## src/common/spims_defs.svh

```systemverilog
// Constants of the byte-wide serial port: mode codes, bit positions,
// reset values and clock divide counts.
// Assumes the includer compiles it once per unit; the guard allows more.
`ifndef SPIMS_DEFS_SVH
`define SPIMS_DEFS_SVH

// Port mode select codes.
`define SPIMS_MODE_MDIV4   4'h0
`define SPIMS_MODE_MDIV16  4'h1
`define SPIMS_MODE_MDIV64  4'h2
`define SPIMS_MODE_MTMR    4'h3
`define SPIMS_MODE_SLV_SS  4'h4
`define SPIMS_MODE_SLV     4'h5

// Bit positions in serial_control_one and serial_status.
`define SPIMS_C1_WRITE_COLLISION_FLAG      7
`define SPIMS_C1_EN        5
`define SPIMS_C1_CKP       4
`define SPIMS_ST_SMP       7
`define SPIMS_ST_CKE       6
`define SPIMS_ST_BF        0

// Reset values.
`define SPIMS_BYTE_RST     8'h00

// System clocks per SCK period for each divisor, and per half period.
`define SPIMS_DIV4         7'd4
`define SPIMS_DIV16        7'd16
`define SPIMS_DIV64        7'd64
`define SPIMS_HALF4        (`SPIMS_DIV4 >> 1)
`define SPIMS_HALF16       (`SPIMS_DIV16 >> 1)
`define SPIMS_HALF64       (`SPIMS_DIV64 >> 1)

// Terminal step after the 16 clock edges of one byte, and the index of the last slave bit.
`define SPIMS_LAST_STEP    5'd16
`define SPIMS_LAST_BIT     3'd7

`endif

```

## src/common/spims_pkg.sv

```systemverilog
// Types shared by the serial port design and its bench.
// Assumes nothing of its surroundings.
package spims_pkg;

	// Configuration held by software in the control and status bytes.
	typedef struct packed {
		logic       input_sample_phase;
		logic       cke;
		logic       en;
		logic       clock_idle_polarity;
		logic [3:0] mode;
	} spims_cfg_s;

	// Master transfer state.
	typedef enum logic {
		ST_IDLE  = 1'b0,
		ST_SHIFT = 1'b1
	} spims_state_e;

endpackage

```

## src/rtl/spims_port.sv

```systemverilog
// Byte-wide SPI port, master or slave, with receive double buffering.
// Assumes all pin inputs, SCK included, are synchronous to clk_sys_i and
// that the slave SCK is slower than a quarter of the system clock.
`timescale 1ns/10ps
`default_nettype none
`include "spims_defs.svh"

// What this block does
// - Shift MSB first, both directions.
// - Full byte goes to buffer, set flags.
// - Next byte may shift before buffer read.
// - Write while busy ignored, collision flag set.
// - Collision flag clears only by software.
// - Buffer read clears buffer full flag.
// - Shift register reached only via buffer.
// - Control bits select role, clock, phases.
// - Enable bit hands pins to port.
// - Master transfer starts on buffer write.
// - SDO as input still shifts in.
// - Master rate: /4, /16, /64, timer/2.
// - Polarity bit sets SCK idle level.
// - Drive on one edge, latch opposite; master late sampling latches on the drive edge.
// - Edge select presents SDO before first edge.
// - Sample phase: middle or end.
// - Slave shifts per external clock pulse.
// - Low SS enables slave, drives SDO.
// - High SS tri-states SDO at once.
// - Module reset clears shift register.
// - Slave runs in low power, wakes.
// - Master pauses in sleep, resumes.
// - Master completion wakes when enabled.
// - Master mode codes pick clock source.
// - Device reset abandons transfer; enable not cleared.
module spims_port (
	input  wire logic                clk_sys_i,
	input  wire logic                rstn_i,
	input  wire spims_pkg::spims_cfg_s cfg_i,
	input  wire logic                buf_wr_i,
	input  wire logic [7:0]          buf_wdata_i,
	input  wire logic                buf_rd_i,
	input  wire logic                write_collision_flag_clr_i,
	input  wire logic                irq_clr_i,
	input  wire logic                irq_en_i,
	input  wire logic                sleep_i,
	input  wire logic                tmr2_pulse_i,
	input  wire logic                sdo_dir_in_i,
	input  wire logic                sck_i,
	input  wire logic                sdi_i,
	input  wire logic                ss_n_i,
	output logic                     sck_o,
	output logic                     sck_oe_o,
	output logic                     sdo_o,
	output logic                     sdo_oe_o,
	output logic [7:0]               rx_data_o,
	output logic [7:0]               ctrl_one_o,
	output logic [7:0]               status_o,
	output logic                     irq_flag_o,
	output logic                     wake_o
);
	import spims_pkg::*;

	// ****************************************
	// Decode of configuration
	// ****************************************

	logic         en;
	logic         is_master;
	logic         ss_ctl;
	logic         mod_rst;
	logic [5:0]   half_last;
	logic         use_tmr;

	// Mode codes below the slave codes are master modes.
	assign en        = cfg_i.en;
	assign is_master = cfg_i.mode < `SPIMS_MODE_SLV_SS;
	assign ss_ctl    = cfg_i.mode == `SPIMS_MODE_SLV_SS;
	assign use_tmr   = cfg_i.mode == `SPIMS_MODE_MTMR;
	// Disable or a high SS in select mode resets the shifter.
	assign mod_rst   = !en || (ss_ctl && ss_n_i);
	// Half period counts; the timer mode counts timer pulses instead.
	assign half_last = (cfg_i.mode == `SPIMS_MODE_MDIV64) ? 6'(`SPIMS_HALF64 - 1) :
	                   (cfg_i.mode == `SPIMS_MODE_MDIV16) ? 6'(`SPIMS_HALF16 - 1) :
	                   6'(`SPIMS_HALF4 - 1);

	// ****************************************
	// Registers
	// ****************************************

	spims_state_e state_reg;
	logic [7:0]   shreg_reg;
	logic [7:0]   buf_reg;
	logic [5:0]   half_cnt_reg;
	logic [4:0]   edge_reg;
	logic [2:0]   bits_reg;
	logic         sck_reg;
	logic         sck_prev_reg;
	logic         sdo_reg;
	logic         bf_reg;
	logic         irq_reg;
	logic         write_collision_flag_reg;
	logic         wake_reg;

	// ****************************************
	// Master edge timing
	// ****************************************

	logic         busy;
	logic         tick_m;
	logic         m_out;
	logic         m_samp;
	logic         m_done;
	logic         edge_odd;
	logic         wr_ok;
	logic         write_collision_flag_set;

	// A slave counts as busy once its first bit is latched.
	assign busy     = (state_reg == ST_SHIFT) || (bits_reg != 3'h0);
	assign wr_ok    = buf_wr_i && en && !busy;
	assign write_collision_flag_set = buf_wr_i && busy;
	// Sleep freezes the divider, so the byte resumes where it stopped.
	assign tick_m   = (state_reg == ST_SHIFT) && !sleep_i &&
	                  (use_tmr ? tmr2_pulse_i : (half_cnt_reg == half_last));
	assign edge_odd = edge_reg[0];
	// Output edges are the leading ones when edge select is clear.
	assign m_out    = tick_m && (edge_reg < `SPIMS_LAST_STEP) &&
	                  (edge_odd == cfg_i.cke);
	// Late sampling moves each sample to the next edge.
	assign m_samp   = tick_m && (cfg_i.input_sample_phase ?
	                  ((edge_reg != 5'h0) && (edge_odd == cfg_i.cke)) :
	                  ((edge_reg < `SPIMS_LAST_STEP) && (edge_odd != cfg_i.cke)));
	assign m_done   = tick_m && (edge_reg == `SPIMS_LAST_STEP);

	// ****************************************
	// Slave edge detection
	// ****************************************

	logic         sck_chg;
	logic         s_act;
	logic         s_lead;
	logic         s_trail;
	logic         s_out;
	logic         s_samp;
	logic         s_done;

	// A leading edge leaves the idle level set by the polarity bit.
	assign sck_chg = sck_i != sck_prev_reg;
	assign s_act   = !is_master && !mod_rst;
	assign s_lead  = sck_chg && (sck_prev_reg == cfg_i.clock_idle_polarity);
	assign s_trail = sck_chg && (sck_prev_reg != cfg_i.clock_idle_polarity);
	assign s_out   = s_act && (cfg_i.cke ? s_trail : s_lead);
	assign s_samp  = s_act && (cfg_i.cke ? s_lead : s_trail);
	assign s_done  = s_samp && (bits_reg == `SPIMS_LAST_BIT);

	// ****************************************
	// Shared shift path
	// ****************************************

	logic         samp;
	logic         outp;
	logic         done;
	logic [7:0]   shift_nx;
	logic [7:0]   done_byte;

	assign samp      = m_samp || s_samp;
	assign outp      = m_out || s_out;
	assign done      = m_done || s_done;
	assign shift_nx  = {shreg_reg[6:0], sdi_i};
	// The last sample can land on the completing step.
	assign done_byte = samp ? shift_nx : shreg_reg;

	// Master state; a device reset abandons the byte.
	always_ff @(posedge clk_sys_i or negedge rstn_i) begin
		if (!rstn_i) begin
			state_reg <= ST_IDLE;
		end else if (mod_rst || m_done) begin
			state_reg <= ST_IDLE;
		end else if (wr_ok && is_master) begin
			state_reg <= ST_SHIFT;
		end
	end

	// Shift register: reset, load from buffer write, shift on sample.
	always_ff @(posedge clk_sys_i or negedge rstn_i) begin
		if (!rstn_i) begin
			shreg_reg <= `SPIMS_BYTE_RST;
		end else if (mod_rst) begin
			shreg_reg <= `SPIMS_BYTE_RST;
		end else if (wr_ok) begin
			shreg_reg <= buf_wdata_i;
		end else if (samp) begin
			shreg_reg <= shift_nx;
		end
	end

	// Half period divider, restarted at each edge.
	always_ff @(posedge clk_sys_i or negedge rstn_i) begin
		if (!rstn_i) begin
			half_cnt_reg <= 6'h0;
		end else if (state_reg != ST_SHIFT || tick_m) begin
			half_cnt_reg <= 6'h0;
		end else if (!sleep_i) begin
			half_cnt_reg <= half_cnt_reg + 6'h1;
		end
	end

	// Edge index within the byte.
	always_ff @(posedge clk_sys_i or negedge rstn_i) begin
		if (!rstn_i) begin
			edge_reg <= 5'h0;
		end else if (wr_ok) begin
			edge_reg <= 5'h0;
		end else if (tick_m) begin
			edge_reg <= edge_reg + 5'h1;
		end
	end

	// Slave bit count.
	always_ff @(posedge clk_sys_i or negedge rstn_i) begin
		if (!rstn_i) begin
			bits_reg <= 3'h0;
		end else if (mod_rst || is_master) begin
			bits_reg <= 3'h0;
		end else if (s_samp) begin
			bits_reg <= bits_reg + 3'h1;
		end
	end

	// SCK resets low, then rests at the idle level whenever no byte is shifting.
	always_ff @(posedge clk_sys_i or negedge rstn_i) begin
		if (!rstn_i) begin
			sck_reg <= 1'b0;
		end else if (state_reg != ST_SHIFT) begin
			sck_reg <= cfg_i.clock_idle_polarity;
		end else if (tick_m && edge_reg < `SPIMS_LAST_STEP) begin
			sck_reg <= !sck_reg;
		end
	end

	// Previous SCK level for slave edge detection.
	always_ff @(posedge clk_sys_i or negedge rstn_i) begin
		if (!rstn_i) begin
			sck_prev_reg <= 1'b0;
		end else begin
			sck_prev_reg <= sck_i;
		end
	end

	// Data out: MSB ready at load, next bit on each output edge.
	always_ff @(posedge clk_sys_i or negedge rstn_i) begin
		if (!rstn_i) begin
			sdo_reg <= 1'b0;
		end else if (mod_rst) begin
			sdo_reg <= 1'b0;
		end else if (wr_ok) begin
			sdo_reg <= buf_wdata_i[7];
		end else if (outp) begin
			sdo_reg <= samp ? shreg_reg[6] : shreg_reg[7];
		end
	end

	// Receive buffer; the shifter is free for the next byte at once.
	always_ff @(posedge clk_sys_i or negedge rstn_i) begin
		if (!rstn_i) begin
			buf_reg <= `SPIMS_BYTE_RST;
		end else if (done) begin
			buf_reg <= done_byte;
		end
	end

	// Flags: a set in the same cycle as a clear wins.
	always_ff @(posedge clk_sys_i or negedge rstn_i) begin
		if (!rstn_i) begin
			bf_reg   <= 1'b0;
			irq_reg  <= 1'b0;
			write_collision_flag_reg <= 1'b0;
			wake_reg <= 1'b0;
		end else begin
			bf_reg   <= done || (bf_reg && !buf_rd_i);
			irq_reg  <= done || (irq_reg && !irq_clr_i);
			write_collision_flag_reg <= write_collision_flag_set || (write_collision_flag_reg && !write_collision_flag_clr_i);
			wake_reg <= done && irq_en_i;
		end
	end

	// ****************************************
	// Pins and status
	// ****************************************

	// SDO drives unless disabled, turned to input, or deselected.
	assign sdo_oe_o   = en && !sdo_dir_in_i &&
	                    (is_master || !ss_ctl || !ss_n_i);
	assign sdo_o      = sdo_reg;
	assign sck_oe_o   = en && is_master;
	assign sck_o      = sck_reg;
	assign rx_data_o  = buf_reg;
	assign irq_flag_o = irq_reg;
	assign wake_o     = wake_reg;
	assign ctrl_one_o = {write_collision_flag_reg, 1'b0, cfg_i.en, cfg_i.clock_idle_polarity, cfg_i.mode};
	assign status_o   = {cfg_i.input_sample_phase, cfg_i.cke, 5'h0, bf_reg};
endmodule
`default_nettype wire

```

## config.mk

```make
export PLATFORM = sky130hd
export DESIGN_NAME = spims_port
export DESIGN_NICKNAME = d
export VERILOG_FILES = /design/src/common/spims_pkg.sv /design/src/rtl/spims_port.sv
export VERILOG_INCLUDE_DIRS = /design/src /design/src/common
export SDC_FILE = /design/constraint.sdc
export NUM_CORES = 1
export LEC_CHECK = 0
export ABC_AREA = 1
export BUFFER_PORTS_ARGS = -buffer_cell sky130_fd_sc_hd__buf_2
export CORE_ASPECT_RATIO = 1.25
export CORE_MARGIN = 2
export CORE_UTILIZATION = 57
export CTS_CLUSTER_DIAMETER = 80
export DETAILED_ROUTE_END_ITERATION = 16
export GPL_ROUTABILITY_DRIVEN = 1
export PLACE_DENSITY = 0.85
export SYNTH_ARGS = -nofsm -noshare
export SYNTH_HDL_FRONTEND = slang
export SYNTH_SLANG_ARGS = --single-unit
```

## constraint.sdc

```tcl
create_clock -name clk_sys_i -period 2.72 [get_ports clk_sys_i]
set_input_delay 0.544 -clock clk_sys_i [delete_from_list [all_inputs] [get_ports clk_sys_i]]
set_output_delay 0.544 -clock clk_sys_i [all_outputs]
set_load 0.005 [all_outputs]
```

==> results of run 1 <==
## cells by family after synthesis
logic type | count (synthesis)
other | 1
and+or+nand+nor | 145
buffers and inverters | 73
AOI/OAI and AO/OA | 30
adders and majority gates | 6
DFF | 38
xor gates and xnor gates | 6
## worst max-delay path: stages (launching register included)
cell and delay [ns]:
dfrtp_1 0.41, inv_1 0.07, ha_1 0.14, nand3_1 0.10
nor3_1 0.37, inv_1 0.41, nand3_1 0.20, inv_1 0.07
nand2_1 0.07, nand3_1 0.07, nand2_1 0.06
## cells in the mapped netlist (2+ instances only)
cell type,instances
inv_2,2
nand2_4,2
o21ai_0,11
a21oi_1,2
xnor2_1,2
nand3_2,2
nand2_1,67
buf_4,16
ha_1,6
nand3_1,20
inv_1,50
nor2_1,41
o21ai_1,11
nand2_2,4
buf_2,2
xor2_1,4
nor3_1,5
o21ai_2,2
dfrtp_1,38
## layer usage
| layer | up-vias | GRT usage | share of wire |
|---|---|---|---|
| met3 | 9 | 0.0417 | 0.032 |
| met5 | - | 0 | 0 |
| met1 | 854 | 0.247 | 0.43 |
| met4 | 0 | 0.104 | 0.021 |
| met2 | 31 | 0.356 | 0.52 |
| li1 | 982 | - | - |
## cell type report
class | instances | area, sq um
Sequential cell | 38 | 951
Fill cell | 315 | 1200
Clock inverter | 2 | 60.1
Tap cell | 54 | 67.6
Inverter | 52 | 195
Clock buffer | 6 | 82.6
Timing Repair Buffer | 53 | 268
Multi-Input combinational cell | 193 | 958
## metrics by stage
step,util,power [mW]
2_1_floorplan,-,0.742
3_3_place_gp,0.645,0.787
3_5_place_dp,0.645,0.794
4_1_cts,0.682,1.38
5_1_grt,0.682,1.44
6_report,0.682,1.37
## how the worst max path moves through the flow
stage,start,endpoint,slack [ns]
6_report,bits_reg[0],sdo_o,0.68
5_1_grt,bits_reg[0],sdo_o,0.44
4_1_cts,bits_reg[0],sdo_o,0.66
2_1_floorplan,cfg_i[4],shreg_reg[0],0.94
3_3_place_gp,cfg_i[3],shreg_reg[6],0.62
3_5_place_dp,cfg_i[3],shreg_reg[2],0.59
## power by group
group | internal (mW) | total, mW | switching, mW | leakage, nW
registers | 0.586 | 0.600 | 0.0132 | 0.519
logic | 0.0692 | 0.182 | 0.113 | 0.904
clock network | 0.391 | 0.590 | 0.199 | 0.0714
==> out/metrics.csv, run 1 <==
metric,value,unit
powerDensity,531,nW/um^2
coreArea,3780,sq um
fin_setup_tns,0,ns
synth_compound_area_frac,0.0786,
finalHoldWorstSlack,0.344,ns
yosys_register_bits,38,
synth-simple-area-share,0.281,
start_util,0.593,
vias,1876,
synth_area_leaders,"dfrtp_1 42%, nand2_1 11%, inv_1 8.4%",
synth_fa_ha_area_frac,0.0334,
clock_latency,0.29,ns
synthToLayoutAreaGrowth,15.0,%
die_y,74.2,um
end_kind,flop,
path_clk_slew,0.08,ns
synth_edf_count,0,
syn_area,2250,sq um
antenna_found_initial,0,
postCtsSetupBuffers,0,
peakVddDrop,0.329,mV
synth_top_area_frac,0.423,
ios,59,
fin_crit,2.04,ns
grt_overflow,0,
period_share,0.751,
max_freq,490,MHz
design_area,2580,sq um
regToRegSetupSlack,0.68,ns
r2r_cells,10,
synth_top_area_cell,dfrtp_1,
dieArea,4460,sq um
drtIter0Drc,77,
p_leak,1.49,nW
drv_cap,0,
cts.path.max_buffers,2,
synthArstFlopShare,1.00,
dpl.hpwl,3.20,mm
r2r-start,bits_reg[0],
grt_pass1_wl,7.00,mm
wl_per_cell,10.7,um
placed_cells,390,
hold_viol,0,
setup_violations,0,
cts_hold_buf,0,
tritoncts,done,
status,"complete, no violations",
arrival,2.27,ns
synth_top_family_by_area,simple AND/OR/NAND/NOR gates,
setup_slack,0.678,ns
r2r_end,sdo_o,
cts_num_sinks,38,
postRouteWirelength,4.24,mm
stdcell_count,398,
grt_pass1_vias,1680,
rsz0062_at_grt,false,
synthXorXnorAreaFrac,0.0234,
die_w,60.1,um
final_nets,378,
ant_nets,0,
yosysWarnings,0,
cp.required,2.95,ns
drive_gt1_frac,0.221,
cts_resized,0,
drtPass1Iterations,4,
io_buffers,52,
min_path_type,input port to asynchronous set/reset pin,
grt_max_degree,39,
dpl_cell_area,2440,sq um
drc_errors,0,
yosys-mux-area-fraction,0,
layout_common_cells,"67 x nand2_1, 52 x buf_2, 50 x inv_1, 41 x nor2_1, 38 x dfrtp_1",
rows,25,
final_common_cell,nand2_1,
critPathKind,flop to flop,
synth_ff_type,dfrtp_1,
synth.distinct_cells,31,
yosysSeqAreaShare,0.423,
start_kind,flop,
syn_inst,299,
clock_skew,0.00786,ns
slew_viol_final,0,
ctsHtreeMaxLevel,2,
antenna_cells,0,
avgSynthCellArea,7.51,sq um
grt_use_total,0.209,
clockRootBuffer,clkbuf_8,
slew_headroom,0.457,
path_max_fanout,21,
pre_cts_ws,0.595,ns
routed_via_density,4.71,
gp_routability_congestion,0.859,
tightest_slew,0.815,ns
cts_buffers,5,
Power figures use the tool's default switching activity.
==> run 2, diff against run 1 <==
--- a/config.mk
+++ b/config.mk
@@ -6,15 +6,15 @@
 export SDC_FILE = /design/constraint.sdc
 export NUM_CORES = 1
 export LEC_CHECK = 0
-export ABC_AREA = 1
+export ABC_AREA = 0
 export BUFFER_PORTS_ARGS = -buffer_cell sky130_fd_sc_hd__buf_2
 export CORE_ASPECT_RATIO = 1.25
 export CORE_MARGIN = 2
-export CORE_UTILIZATION = 57
+export CORE_UTILIZATION = 52
 export CTS_CLUSTER_DIAMETER = 80
 export DETAILED_ROUTE_END_ITERATION = 16
 export GPL_ROUTABILITY_DRIVEN = 1
-export PLACE_DENSITY = 0.85
+export PLACE_DENSITY = 0.8
 export SYNTH_ARGS = -nofsm -noshare
 export SYNTH_HDL_FRONTEND = slang
 export SYNTH_SLANG_ARGS = --single-unit
==> constraint.sdc (replaced) <==
create_clock -name clk_sys_i -period 1.95 [get_ports clk_sys_i]
set_input_delay 0.39 -clock clk_sys_i [delete_from_list [all_inputs] [get_ports clk_sys_i]]
set_output_delay 0.39 -clock clk_sys_i [all_outputs]
set_load 0.005 [all_outputs]
==> out/metrics.csv, run 2 <==
metric,value,unit,change
status,finished with violations,,
violations,setup timing,,
ios,59,,unchanged
vias,1709,,-8.9%
min_path_type,input port to asynchronous set/reset pin,,
fin_crit,2.05,ns,+0.00846 ns
synthToLayoutAreaGrowth,34.0,%,
cp-endpoint,shreg_reg[0],,
gp_routability_congestion,0.822,,-4.3%
grtUsageMet1,0.249,,+0.00223
synth_ff_type,dfrtp_1,,
max_freq,488,MHz,-0.41%
synth_top_area_frac,0.454,,+0.0306
synth_top_family_by_area,simple AND/OR/NAND/NOR gates,,
antenna_found_initial,0,,unchanged
pre_cts_ws,-0.108,ns,-0.703 ns
synth-simple-area-share,0.174,,-0.108
syn_area,2090,sq um,-6.7%
placed_cells,330,,-15%
final_common_cell,buf_2,,
critPathSlowestCell,or4b_4,,
slew_viol_final,0,,unchanged
r2r_cells,9,,-1
yosysSeqAreaShare,0.454,,+0.0306
p_sw,0.434,mW,+33%
path_buf_inv,2,,-1
clock_latency,0.29,ns,about the same
regToRegSetupSlack,-0.10,ns,-0.78 ns
setup_slack,-0.101,ns,-0.778 ns
grt.met2_usage,0.358,,+0.00214
ant_nets,0,,unchanged
die_y,75.0,um,+1.0%
fin_setup_tns,-1.21,ns,-1.21 ns
r2r_end,shreg_reg[0],,
synth.distinct_cells,47,,+52%
synth_edf_count,0,,unchanged
finalHoldWorstSlack,0.0535,ns,-0.291 ns
syn_inst,211,,-29%
grt_busiest_layer,met2,,
period_share,1.05,,+0.301
met3_usage,0.0447,,+0.00293
powerDensity,585,nW/um^2,+10%
grt_max_degree,39,,unchanged
sw_frac_of_total,0.265,,+0.0275
cts_buffers,5,,unchanged
rows,25,,unchanged
antenna_cells,0,,unchanged
die_w,60.8,um,+1.0%
path_clk_slew,0.07,ns,about the same
cts.path.max_buffers,2,,unchanged
r2r-start,edge_reg[1],,
synth_common_cells,"38 x dfrtp_1, 35 x nor2_1, 18 x buf_4, 12 x a21oi_1, 12 x mux2i_1",,
worst-path-stages,9,,-1
synth_top_area_cell,dfrtp_1,,
start_kind,flop,,
drive_gt1_frac,0.418,,+0.197
hold_viol,0,,unchanged
dieArea,4550,sq um,+2.1%
seqPwrFrac,0.514,,+0.077
synthArstFlopShare,1.00,,unchanged
drtPass1Iterations,4,,unchanged
cp.required,2.11,ns,-0.84 ns
grt_overflow,0,,unchanged
dpl.hpwl,3.17,mm,-0.94%
path_max_fanout,3,,-86%
grt_pass1_vias,1617,,-3.8%
clockRootBuffer,clkbuf_8,,
yosysWarnings,0,,unchanged
grt_pass1_wl,6.98,mm,-0.30%
crit_chain,inv_2 > ha_4 > or4b_4 > nand3_4 > o31ai_4 > a21oi_4 > buf_6 > mux2i_4 > a211oi_2,,
synth_compound_area_frac,0.133,,+0.0547
synthXorXnorAreaFrac,0.0502,,+0.0268
yosysMostFrequentCell,dfrtp_1,,
critPathMaxStageDelay,0.47,ns,+0.06 ns
grt_use_total,0.208,,-0.000493
cts_num_sinks,38,,unchanged
stdcell_count,339,,-15%
yosys_register_bits,38,,unchanged
comb_power_share,0.178,,+0.045
end_kind,flop,,
drv_cap,0,,unchanged
ctsHtreeMaxLevel,2,,unchanged
critPathKind,flop to flop,,
postRouteWirelength,4.46,mm,+5.0%
drtIter0Drc,83,,+7.8%
crit_path_start,edge_reg[1],,
drc_errors,0,,unchanged
synth_fa_ha_area_frac,0.0358,,+0.00242
layout_common_cells,"52 x buf_2, 38 x dfrtp_1, 35 x nor2_1, 29 x buf_4, 9 x a21oi_1",,
rsz0062_at_grt,true,,
p_int,1.21,mW,+15%
coreArea,3820,sq um,+0.83%
total_power,1.64,mW,+20%
routed_via_density,5.04,,+7.0%
power_frac_clock,0.307,,-0.123
p_leak,1.39,nW,-7.1%
cts_hold_buf,0,,unchanged
wl_per_cell,13.1,um,+23%
final_nets,320,,-15%
arrival,2.21,ns,-0.06 ns
start_util,0.549,,-0.0445
tritoncts,done,,
io_buffers,52,,unchanged
yosys-mux-area-fraction,0.0573,,+0.0573
clock_skew,0.00835,ns,+0.000494 ns
cpLargestDelayFamily,simple AND/OR/NAND/NOR gates,,
synth_area_leaders,"dfrtp_1 45%, buf_4 6.5%, nor2_1 6.3%",,
setup_violations,17,,+17
peakVddDrop,0.457,mV,+39%
avgSynthCellArea,9.93,sq um,+32%
==> run 2: cell types whose count changed in the layout (fill, tap and decap cells not counted), sizes merged, moves of 4 or more <==
cell	previous run	this run
nand2	73	5
mux2i	0	12
and2	0	4
a211oi	1	7
inv	52	9
o21ai	25	2
nor3	5	0
a21oi	2	13
buf	53	85
nor2	42	36
nand3	22	5
nor2b	0	5
==> run 2: cell families (layout without fill, tap and decap cells) <==
family / count (synthesis) / after routing
simple gates: 72 / 72
compound gates: 38 / 38
flops: 38 / 38
buf+inv: 32 / 101
xor+xnor: 12 / 12
mux: 12 / 12
fa+ha+maj: 6 / 6
other cells: 1 / 6
==> run 2: final cells by class <==
type	count	area, sq um
Inverter	9	33.8
Clock inverter	2	10.0
Timing Repair Buffer	85	549
Sequential cell	38	951
Tap cell	54	67.6
Multi-Input combinational cell	146	1130
Clock buffer	5	68.8
Fill cell	292	1010
==> run 2: worst reg2reg max path, cell delays in order, from the launching register on <==
cell and delay [ns]:
dfrtp_1 0.39, inv_2 0.08, ha_4 0.13, or4b_4 0.47, nand3_4 0.08, o31ai_4 0.08, a21oi_4 0.20, buf_6 0.17
mux2i_4 0.25, a211oi_2 0.09
==> run 2: layer usage <==
layer	vias up	wire, um
met3	9	205
met2	44	2290
li1	847	-
met1	809	1850
met4	0	105
met5	-	0
==> run 2: per-stage QoR <==
step	instance area, sq um	util
floorplan	2120	-
global placement	2560	0.670
detailed placement	2560	0.670
CTS	2740	0.719
global route	2810	0.735
finish	2810	0.735
==> run 2: how the worst min path moves through the flow <==
stage | start | endpoint | slack [ns] | depth (start not counted)
2_1_floorplan | rstn_i | bf_reg | 0.09 | 0
3_5_place_dp | rstn_i | half_cnt_reg[0] | 0.37 | 2
5_1_grt | rstn_i | half_cnt_reg[0] | 0.07 | 2
6_report | rstn_i | edge_reg[3] | 0.05 | 2
4_1_cts | rstn_i | rx_data_o[1] | 0.06 | 2
3_3_place_gp | rstn_i | edge_reg[0] | 0.37 | 2
==> run 2: what timing repair did <==
| item | in CTS | in global routing |
|---|---|---|
| gates cloned | 0 | 0 |
| gates resized for setup | 20 | 11 |
| setup endpoints to repair | 17 | 18 |
| pin swaps | 3 | 8 |
| setup buffers | 1 | 1 |
==> run 2: power groups by stage <==
stage	clock [mW]	combinational (mW)	sequential [mW]
2_1_floorplan	0	0.146	0.844
3_3_place_gp	0	0.252	0.846
3_5_place_dp	0	0.258	0.847
4_1_cts	0.513	0.281	0.839
5_1_grt	0.547	0.323	0.847
6_report	0.504	0.292	0.844
